## config.mk

```make
export PLATFORM = sky130hd
export DESIGN_NAME = adc_config_scan_control
export DESIGN_NICKNAME = d
export VERILOG_FILES = /design/src/hdl/adc_config_scan_control.v
export VERILOG_INCLUDE_DIRS = /design/src /design/src/hdl
export SDC_FILE = /design/constraint.sdc
export NUM_CORES = 1
export LEC_CHECK = 0
export BUFFER_PORTS_ARGS = -buffer_cell sky130_fd_sc_hd__buf_2
export CORE_MARGIN = 8
export CORE_UTILIZATION = 55
export CTS_CLUSTER_DIAMETER = 150
export DETAILED_ROUTE_END_ITERATION = 16
export PLACE_DENSITY = 0.69
export SYNTH_ARGS = -nofsm -noshare
export SYNTH_HDL_FRONTEND = slang
export SYNTH_SLANG_ARGS = --single-unit
```

## constraint.sdc

```tcl
create_clock -name ref_clk -period 5.23 [get_ports ref_clk]
set_input_delay 0.2615 -clock ref_clk [delete_from_list [all_inputs] [get_ports ref_clk]]
set_output_delay 0.2615 -clock ref_clk [all_outputs]
set_load 0.05 [all_outputs]
```

## src/hdl/adc_config_scan_control_defs.vh

```
`ifndef ADC_CONFIG_SCAN_CONTROL_DEFS_VH
`define ADC_CONFIG_SCAN_CONTROL_DEFS_VH

// power-up values
`define CFG_RESET_VAL      8'h01
`define SETUP_RESET_VAL    8'h82

// conversion_configuration fields
`define CFG_SCAN_HI        6
`define CFG_SCAN_LO        5
`define CFG_CS3            4
`define CFG_CS2            3
`define CFG_CS1            2
`define CFG_CS0            1
`define CFG_INPUT_PAIRING_SEL         0

// setup byte fields
`define SET_TYPE_BIT       7
`define SET_VREF_SOURCE_HI           6
`define SET_VREF_SOURCE_LO           5
`define SET_REF_PWR        4
`define SET_EXT_CLK        3
`define SET_POLARITY       2
`define SET_RESET_N        1
`define SET_MON_SETUP      0

// scan field codes
`define SCAN_RANGE         2'h0
`define SCAN_REPEAT        2'h1
`define SCAN_MONITOR       2'h2
`define SCAN_SINGLE        2'h3

// bus constants
`define MON_SETUP_BYTES    13
`define REPEAT_COUNT       8
`define HS_CODE_TOP        5'h01
`define SLAVE_ADDR_DEFAULT 7'h34

`endif

```

## src/hdl/adc_config_scan_control.v

```verilog
`timescale 1ns/10ps
`default_nettype none
`include "adc_config_scan_control_defs.vh"

// Function
// after the address, msb 1 means setup byte, msb 0 configuration byte
// scan 00 converts channel 0 up to the selected channel
// scan 01 converts the selected channel eight times, eight results
// scan 10 runs a continuous repeating scan from channel 0 upward
// scan 11 performs exactly one conversion on the selected channel
// low channel bits are upper limit or single channel depending on scan
// both upper channel bits set enables readback of monitor setup data
// bit 0 selects single-ended or differential, pairs 0/1 and 2/3
// single-ended forces unipolar conversions, polarity bit ignored
// shared input used as reference is left out of multichannel scans
// results kept in conversion order; a read starts the scan, returns them
// write cycle: start, seven address bits, write bit; address is acked
// master writes configuration before setup, again after a reset
// setup reset returns configuration register to its power-up value
// monitor setup bit accepts up to thirteen further setup data bytes
// stop or repeated start ends monitor setup data acceptance
// every received write data byte is acknowledged
// stop returns high-speed bus timing to standard/fast mode
// external clock idles on stop/nack/sr; internal after results stored
// idle device watches for its address and powers up on it
// master should wake the internal reference ten ms before converting
// setup bit 1 at 0 clears interrupt and configuration, not setup
// outside monitor setup each data byte is decoded by its top bit
module adc_config_scan_control #(
   parameter [6:0] SLAVE_ADDR = `SLAVE_ADDR_DEFAULT,
   parameter       MON_BYTES  = `MON_SETUP_BYTES,
   parameter       RES_DEPTH  = `REPEAT_COUNT
) (
   input  wire        ref_clk,
   input  wire        rst,
   input  wire        scl_in,
   output wire        scl_out,
   output reg         scl_oe,
   input  wire        sda_in,
   output wire        sda_out,
   output reg         sda_oe,
   input  wire        a0_pin,
   output reg         conv_start,
   output reg  [1:0]  conv_chan,
   output wire [1:0]  conv_neg_chan,
   output wire        conv_diff,
   output wire        conv_bipolar,
   input  wire        conv_done,
   input  wire [11:0] conv_data,
   output wire [1:0]  vref_sel,
   output wire        ref_power_on,
   output wire        ext_clock_sel,
   output reg         hs_mode,
   output reg         powered,
   output wire        monitor_active,
   output wire        readback_en,
   output reg         int_clear
);

   localparam [2:0] ST_IDLE = 3'd0;
   localparam [2:0] ST_ADDR = 3'd1;
   localparam [2:0] ST_WR   = 3'd2;
   localparam [2:0] ST_RD   = 3'd3;
   localparam [2:0] ST_CONV = 3'd4;

   reg  [1:0]  scl_sy_q;
   reg  [1:0]  sda_sy_q;
   reg  [1:0]  a0_sy_q;
   reg         scl_p_q;
   reg         sda_p_q;
   reg  [2:0]  state_q;
   reg  [3:0]  cnt_q;
   reg  [7:0]  sh_q;
   reg  [7:0]  tx_q;
   reg         mack_q;
   reg  [7:0]  cfg_q;
   reg  [7:0]  setup_q;
   reg  [3:0]  mon_idx_q;
   reg         mon_on_q;
   reg  [3:0]  ptr_q;
   reg         half_q;
   reg         scan_go_q;
   reg  [7:0]  mon_mem [0:MON_BYTES-1];
   reg  [13:0] res_mem [0:RES_DEPTH-1];
   reg         sc_busy_q;
   reg  [2:0]  sc_idx_q;
   reg  [3:0]  sc_len_q;
   reg  [3:0]  res_len_q;
   reg         scan_end_q;

   wire        scl_s;
   wire        sda_s;
   wire        scl_rise;
   wire        scl_fall;
   wire        start_c;
   wire        stop_c;
   wire [6:0]  my_addr;
   wire        sequence_sel_hi;
   wire        sequence_sel_lo;
   wire        chan_pick_b3;
   wire        chan_pick_b2;
   wire [1:0]  chan_lim;
   wire        input_pairing_sel;
   wire        polarity_sel;
   wire        vref_source_hi;
   wire        vref_source_lo;
   wire [1:0]  scan_mode;
   wire        multi;
   wire        keep_pwr;
   reg  [3:0]  len_c;
   reg  [3:0]  nxt_ptr;
   reg         nxt_half;
   reg         wrap_c;
   reg  [7:0]  first_byte;
   reg  [7:0]  next_byte;
   reg  [13:0] rw_c;

   // pin synchronisers
   always @(posedge ref_clk) begin
      if (rst) begin
         scl_sy_q <= 2'h3;
         sda_sy_q <= 2'h3;
         a0_sy_q  <= 2'h0;
         scl_p_q  <= 1'b1;
         sda_p_q  <= 1'b1;
      end else begin
         scl_sy_q <= {scl_sy_q[0], scl_in};
         sda_sy_q <= {sda_sy_q[0], sda_in};
         a0_sy_q  <= {a0_sy_q[0], a0_pin};
         scl_p_q  <= scl_sy_q[1];
         sda_p_q  <= sda_sy_q[1];
      end
   end

   assign scl_s    = scl_sy_q[1];
   assign sda_s    = sda_sy_q[1];
   assign scl_rise = scl_s & ~scl_p_q;
   assign scl_fall = ~scl_s & scl_p_q;
   assign start_c  = scl_s & scl_p_q & sda_p_q & ~sda_s;
   assign stop_c   = scl_s & scl_p_q & ~sda_p_q & sda_s;
   assign my_addr  = {SLAVE_ADDR[6:1], a0_sy_q[1]};

   assign scl_out  = 1'b0;
   assign sda_out  = 1'b0;

   // field decode
   assign sequence_sel_hi   = cfg_q[`CFG_SCAN_HI];
   assign sequence_sel_lo   = cfg_q[`CFG_SCAN_LO];
   assign chan_pick_b3      = cfg_q[`CFG_CS3];
   assign chan_pick_b2      = cfg_q[`CFG_CS2];
   assign chan_lim          = {cfg_q[`CFG_CS1], cfg_q[`CFG_CS0]};
   assign input_pairing_sel = cfg_q[`CFG_INPUT_PAIRING_SEL];
   assign polarity_sel      = setup_q[`SET_POLARITY];
   assign vref_source_hi    = setup_q[`SET_VREF_SOURCE_HI];
   assign vref_source_lo    = setup_q[`SET_VREF_SOURCE_LO];
   assign scan_mode         = {sequence_sel_hi, sequence_sel_lo};
   assign multi             = ~sequence_sel_lo;

   assign vref_sel       = {vref_source_hi, vref_source_lo};
   assign ref_power_on   = setup_q[`SET_REF_PWR];
   assign ext_clock_sel  = setup_q[`SET_EXT_CLK];
   assign monitor_active = (scan_mode == `SCAN_MONITOR);
   assign readback_en    = chan_pick_b3 & chan_pick_b2;
   assign conv_diff      = ~input_pairing_sel;
   assign conv_neg_chan  = conv_chan ^ 2'h1;
   assign conv_bipolar   = polarity_sel & ~input_pairing_sel;
   assign keep_pwr       = monitor_active | sc_busy_q;

   // scan length per mode
   always @* begin
      case (scan_mode)
         `SCAN_REPEAT: len_c = 4'd8;
         `SCAN_SINGLE: len_c = 4'd1;
         default: begin
            len_c = {2'b00, chan_lim} + 4'd1;
            if (vref_source_lo && chan_lim == 2'h3) begin
               len_c = 4'd3;
            end
         end
      endcase
   end

   // read pointer advance and byte assembly
   always @* begin
      nxt_ptr  = ptr_q;
      nxt_half = half_q;
      wrap_c   = 1'b0;
      rw_c     = res_mem[0];
      if (readback_en) begin
         wrap_c  = (ptr_q == MON_BYTES - 1);
         nxt_ptr = wrap_c ? 4'd0 : ptr_q + 4'd1;
      end else begin
         nxt_half = ~half_q;
         if (half_q) begin
            wrap_c  = (ptr_q + 4'd1 >= res_len_q);
            nxt_ptr = wrap_c ? 4'd0 : ptr_q + 4'd1;
         end
      end
      first_byte = readback_en ? mon_mem[0] :
                   {1'b1, res_mem[0][13:12], 1'b1, res_mem[0][11:8]};
      if (readback_en) begin
         next_byte = mon_mem[nxt_ptr];
      end else begin
         rw_c      = res_mem[nxt_ptr[2:0]];
         next_byte = nxt_half ? rw_c[7:0] :
                     {1'b1, rw_c[13:12], 1'b1, rw_c[11:8]};
      end
   end

   // bus engine and byte decode
   always @(posedge ref_clk) begin
      if (rst) begin
         state_q   <= ST_IDLE;
         cnt_q     <= 4'd0;
         sh_q      <= 8'h00;
         tx_q      <= 8'h00;
         mack_q    <= 1'b1;
         sda_oe    <= 1'b0;
         scl_oe    <= 1'b0;
         cfg_q     <= `CFG_RESET_VAL;
         setup_q   <= `SETUP_RESET_VAL;
         mon_idx_q <= 4'd0;
         mon_on_q  <= 1'b0;
         ptr_q     <= 4'd0;
         half_q    <= 1'b0;
         scan_go_q <= 1'b0;
         hs_mode   <= 1'b0;
         powered   <= 1'b0;
         int_clear <= 1'b0;
      end else begin
         int_clear <= 1'b0;
         scan_go_q <= 1'b0;
         scl_oe    <= (state_q == ST_CONV);
         if (scan_end_q && !ext_clock_sel && !monitor_active) begin
            powered <= 1'b0;
         end
         if (start_c) begin
            state_q  <= ST_ADDR;
            cnt_q    <= 4'd0;
            sda_oe   <= 1'b0;
            mon_on_q <= 1'b0;
            if (state_q != ST_IDLE && !keep_pwr) begin
               powered <= 1'b0;
            end
         end else if (stop_c) begin
            state_q  <= ST_IDLE;
            sda_oe   <= 1'b0;
            hs_mode  <= 1'b0;
            mon_on_q <= 1'b0;
            if (!keep_pwr) begin
               powered <= 1'b0;
            end
         end else if (state_q == ST_CONV) begin
            if (!sc_busy_q && !scan_go_q) begin
               tx_q    <= first_byte;
               sda_oe  <= ~first_byte[7];
               ptr_q   <= 4'd0;
               half_q  <= 1'b0;
               state_q <= ST_RD;
            end
         end else if (state_q != ST_IDLE) begin
            if (scl_rise) begin
               if (cnt_q < 4'd8) begin
                  sh_q <= {sh_q[6:0], sda_s};
               end else begin
                  mack_q <= sda_s;
               end
               cnt_q <= cnt_q + 4'd1;
            end else if (scl_fall) begin
               if (cnt_q == 4'd8) begin
                  if (state_q == ST_RD) begin
                     sda_oe <= 1'b0;
                  end else if (state_q == ST_ADDR) begin
                     if (sh_q[7:1] == my_addr) begin
                        sda_oe  <= 1'b1;
                        powered <= 1'b1;
                     end else if (sh_q[7:3] == `HS_CODE_TOP) begin
                        hs_mode <= 1'b1;
                        state_q <= ST_IDLE;
                     end else begin
                        state_q <= ST_IDLE;
                     end
                  end else begin
                     sda_oe <= 1'b1;
                     if (mon_on_q) begin
                        mon_mem[mon_idx_q] <= sh_q;
                        mon_idx_q <= mon_idx_q + 4'd1;
                        if (mon_idx_q == MON_BYTES - 1) begin
                           mon_on_q <= 1'b0;
                        end
                     end else if (sh_q[7]) begin
                        setup_q <= sh_q;
                        if (!sh_q[`SET_RESET_N]) begin
                           cfg_q     <= `CFG_RESET_VAL;
                           int_clear <= 1'b1;
                        end
                        if (sh_q[`SET_MON_SETUP]) begin
                           mon_on_q  <= 1'b1;
                           mon_idx_q <= 4'd0;
                        end
                     end else begin
                        cfg_q <= sh_q;
                     end
                  end
               end else if (cnt_q == 4'd9) begin
                  cnt_q  <= 4'd0;
                  sda_oe <= 1'b0;
                  if (state_q == ST_ADDR) begin
                     if (!sh_q[0]) begin
                        state_q <= ST_WR;
                     end else if (readback_en) begin
                        tx_q    <= first_byte;
                        sda_oe  <= ~first_byte[7];
                        ptr_q   <= 4'd0;
                        half_q  <= 1'b0;
                        state_q <= ST_RD;
                     end else begin
                        scan_go_q <= 1'b1;
                        state_q   <= ST_CONV;
                     end
                  end else if (state_q == ST_RD) begin
                     if (mack_q) begin
                        state_q <= ST_IDLE;
                        if (!keep_pwr) begin
                           powered <= 1'b0;
                        end
                     end else if (wrap_c && ext_clock_sel &&
                                  !readback_en && !monitor_active) begin
                        scan_go_q <= 1'b1;
                        state_q   <= ST_CONV;
                     end else begin
                        ptr_q  <= nxt_ptr;
                        half_q <= nxt_half;
                        tx_q   <= next_byte;
                        sda_oe <= ~next_byte[7];
                     end
                  end
               end else if (state_q == ST_RD) begin
                  sda_oe <= ~tx_q[3'd7 - cnt_q[2:0]];
               end
            end
         end
      end
   end

   // conversion sequencer
   always @(posedge ref_clk) begin
      if (rst) begin
         sc_busy_q  <= 1'b0;
         sc_idx_q   <= 3'd0;
         sc_len_q   <= 4'd1;
         res_len_q  <= 4'd1;
         scan_end_q <= 1'b0;
         conv_start <= 1'b0;
         conv_chan  <= 2'h0;
      end else begin
         conv_start <= 1'b0;
         scan_end_q <= 1'b0;
         if (!sc_busy_q) begin
            if (scan_go_q || (monitor_active && powered)) begin
               sc_busy_q  <= 1'b1;
               sc_idx_q   <= 3'd0;
               sc_len_q   <= len_c;
               conv_start <= 1'b1;
               conv_chan  <= multi ? 2'h0 : chan_lim;
            end
         end else if (conv_done) begin
            res_mem[sc_idx_q] <= {conv_chan, conv_data};
            if ({1'b0, sc_idx_q} + 4'd1 == sc_len_q) begin
               sc_busy_q  <= 1'b0;
               scan_end_q <= 1'b1;
               res_len_q  <= sc_len_q;
            end else begin
               sc_idx_q   <= sc_idx_q + 3'd1;
               conv_start <= 1'b1;
               conv_chan  <= multi ? sc_idx_q[1:0] + 2'h1 : chan_lim;
            end
         end
      end
   end

endmodule // adc_config_scan_control
`default_nettype wire

```

==> load_flow_metrics.sql <==
INSERT INTO impl_metrics (metric_group, metric, value, unit) VALUES
('clock_network', 'ctsLongestPathBuffers', '3', ''),
('critical_path', 'critPathKind', 'flip-flop to flip-flop', ''),
('routing', 'antenna_violating_nets_post_route', '0', ''),
('final_layout', 'n_fill_cell', '1692', ''),
('sta', 'fin_worst_hold_slack', '0.0174', 'ns'),
('floorplan', 'row_count', '55', ''),
('power_and_ir_drop', 'power_spent_charging_and_discharging_nets', '959', 'µW'),
('clock_network', 'clk_pin_slew', '0.06', 'ns'),
('floorplan', 'die_area', '0.0279', 'mm²'),
('sta', 'period_share', '0.801', ''),
('min_path', 'hold_class', 'primary input to flip-flop', ''),
('power_and_ir_drop', 'share_of_power_burned_in_the_clock_network', '0.472', ''),
('synth', 'synthesis.area_per_instance', '12.7', 'µm²'),
('synth', 'synthesis.yosys.warnings', '0', ''),
('critical_path', 'crit_path_start_kind', 'flip-flop', ''),
('routing', 'firstDrtPassIters', '5', ''),
('clock_network', 'clock_insertion_delay_at_the_later_pin_of_the_skew_report', '0.56', 'ns'),
('sta', 'slew_headroom', '0.333', ''),
('global_route', 'met2_use_gr', '0.354', ''),
('synth', 'number_of_enable_type_register_cells_in_the_synthesized_netlist', '216', ''),
('synth', 'yosys_register_bits', '292', ''),
('final_layout', 'num-nets-final', '1077', ''),
('placement', 'post_dp_cell_area', '0.0131', 'mm²'),
('power_and_ir_drop', 'ir_worst_vdd', '229', 'µV'),
('synth', 'syn-instance-count', '991', ''),
('status', 'status', 'finished clean', ''),
('power_and_ir_drop', 'power.density', '337', 'mW/mm²'),
('clock_network', 'clock-sinks', '292', ''),
('power_and_ir_drop', 'power.share.switching', '0.200', ''),
('placement', 'port_buffers', '35', ''),
('synth', 'synth-async-reset-ratio', '0', ''),
('placement', 'gpl.final_weighted_congestion', '0.965', ''),
('clock_network', 'tritoncts', 'built', ''),
('sta', 'worst_slew_pin_tran', '0.999', 'ns'),
('synth', 'synth_fa_ha_area_frac', '0.0169', ''),
('critical_path', 'cp.required', '5.67', 'ns'),
('sta', 'setup_tns', '0', 'ns'),
('floorplan', 'placeableCoreArea', '0.0225', 'mm²'),
('final_layout', 'final_common_cell', 'edfxtp_1', ''),
('synth', 'synth-xor-area-share', '0.00418', ''),
('final_layout', 'diodes', '0', ''),
('clock_network', 'postCtsResizedCells', '0', ''),
('floorplan', 'die_y', '167', 'µm'),
('power_and_ir_drop', 'internal-power', '3.83', 'mW'),
('final_layout', 'finish.instance_area', '0.0142', 'mm²'),
('power_and_ir_drop', 'power_frac_comb', '0.012', ''),
('clock_network', 'cts.htree.levels', '1', ''),
('sta', 'post-route-worst-setup-slack', '1.04', 'ns'),
('floorplan', 'die_width', '167', 'µm'),
('global_route', 'grt_busiest_layer', 'met2', ''),
('sta', 'final_setup_skew', '0.0135', 'ns'),
('global_route', 'largest_net_degree_at_the_start_of_global_routing', '62', ''),
('placement', 'placement.setup.worst_slack', '1.06', 'ns'),
('global_route', 'overflow', '0', ''),
('sta', 'rsz0062_at_grt', 'no', ''),
('routing', 'vias', '8352', ''),
('critical_path', 'worst_r2r_setup_slack', '1.04', 'ns'),
('global_route', 'use_met3', '0.0357', ''),
('routing', 'drt_drc_violations_left', '0', ''),
('critical_path', 'path_max_fanout', '33', ''),
('final_layout', 'post_route_cells_drive_above_1_share', '0.156', ''),
('sta', 'timing.final.crit_period', '4.19', 'ns'),
('run', 'max_cap_viol_count', '0', ''),
('power_and_ir_drop', 'power_leakage', '5.00', 'nW'),
('final_layout', 'areaGrowthSynthToFinish', '13.3', '%'),
('global_route', 'first_global_vias', '8382', ''),
('clock_network', 'cts.repair_timing.setup_buffer_count', '0', ''),
('synth', 'synth_top_family_by_area', 'simple AND/OR/NAND/NOR gates', ''),
('sta', 'maxClockFrequency', '239', 'MHz'),
('floorplan', 'ios', '38', ''),
('clock_network', 'number_of_clock_buffers_inserted_by_tritoncts', '30', '');
-- registers in the layout, indices dropped and copies added (netlist names), 3 cells and up --
| signal | flops |
|---|---|
| cfg_q | 7 |
| cnt_q | 4 |
| sc_idx_q | 3 |
| state_q | 3 |
| sc_len_q | 4 |
| setup_q | 5 |
| res_mem | 112 |
| mon_idx_q | 4 |
| ptr_q | 4 |
| res_len_q | 4 |
| sh_q | 8 |
| mon_mem | 104 |
| tx_q | 8 |
-- cell type report --
class                           instances  area (µm²)  area share
Timing Repair Buffer                   72         480      0.0338
Tap cell                              285         357      0.0251
Sequential cell                       292        8010       0.563
Clock buffer                           33         783      0.0551
Multi-Input combinational cell        624        4240       0.298
Inverter                               22        82.6     0.00581
Clock inverter                         23         279      0.0196
-- kinds of logic (layout without fill, tap and decap cells) --
| kind of cell | count (synthesis) | after routing |
|---|---|---|
| and+or+nand+nor | 357 | 357 |
| DFF | 292 | 292 |
| AOI/OAI and AO/OA | 174 | 174 |
| buffers and inverters | 76 | 150 |
| muxes | 68 | 68 |
| adders and majority gates | 17 | 17 |
| xor gates and xnor gates | 6 | 6 |
| other | 1 | 2 |
-- metrics by stage --
| stage | utilization | power [mW] | cells |
|---|---|---|---|
| detailed placement | 0.580 | 2.57 | 1284 |
| global placement | 0.580 | 2.57 | 1284 |
| global route | 0.632 | 4.93 | 1351 |
| finish | 0.632 | 4.79 | 1351 |
| CTS | 0.632 | 4.82 | 1350 |
| floorplan | - | 2.55 | 992 |
-- critical path, stage by stage, from the launching register on --
cell and delay [ns]:
dfxtp_1 0.50, nand3_1 0.15, xnor2_1 0.42, ha_1 0.34, a21oi_1 0.16, o21a_1 0.41
a31o_2 0.83, buf_4 0.36, mux4_1 0.31, a22oi_1 0.26, o22ai_1 0.13, o21a_1 0.19
-- Yosys cell counts, types with 8 or more instances --
master	instances	area [µm²]
nor3b_1	8	60.1
inv_1	20	75.1
mux4_2	29	653
edfxtp_1	216	6490
a21oi_1	66	330
dfxtp_1	76	1520
o21a_1	8	60.1
buf_2	13	65.1
a22oi_1	8	60.1
nand2_1	121	454
nand3_1	41	205
nand4_1	13	81.3
nor3_1	24	120
or2_2	8	50.1
a311oi_1	10	87.6
o21ai_0	16	80.1
o211ai_1	11	82.6
mux2i_1	35	350
ha_1	17	213
nor2_1	88	330
nor2b_1	13	81.3
nand2b_1	12	75.1
clkbuf_1	30	113
-- power groups by stage --
stage               Combinational, mW  Sequential, mW  Clock, mW
CTS                            0.0587            2.47       2.29
global route                   0.0649            2.47       2.39
detailed placement             0.0527            2.52          0
finish                         0.0597            2.47       2.26
floorplan                      0.0278            2.52          0
global placement               0.0520            2.52          0
-- worst paths after layout --
check | startpoint | endpoint | cells past startpoint
min reg2reg | sda_sy_q[0] | sda_sy_q[1] | 1
min | conv_data[5] | res_mem[5][5] | 1
max | ptr_q[0] | tx_q[0] | 11
max reg2reg | ptr_q[0] | tx_q[0] | 11
-- metal layers --
| layer | vias to the layer above | routed length, µm |
|---|---|---|
| li1 | 3831 | - |
| met1 | 4102 | 12800 |
| met2 | 356 | 14200 |
| met3 | 63 | 2130 |
| met4 | 0 | 967 |
| met5 | - | 0 |
Note: power is estimated with default switching activity, not from simulation.
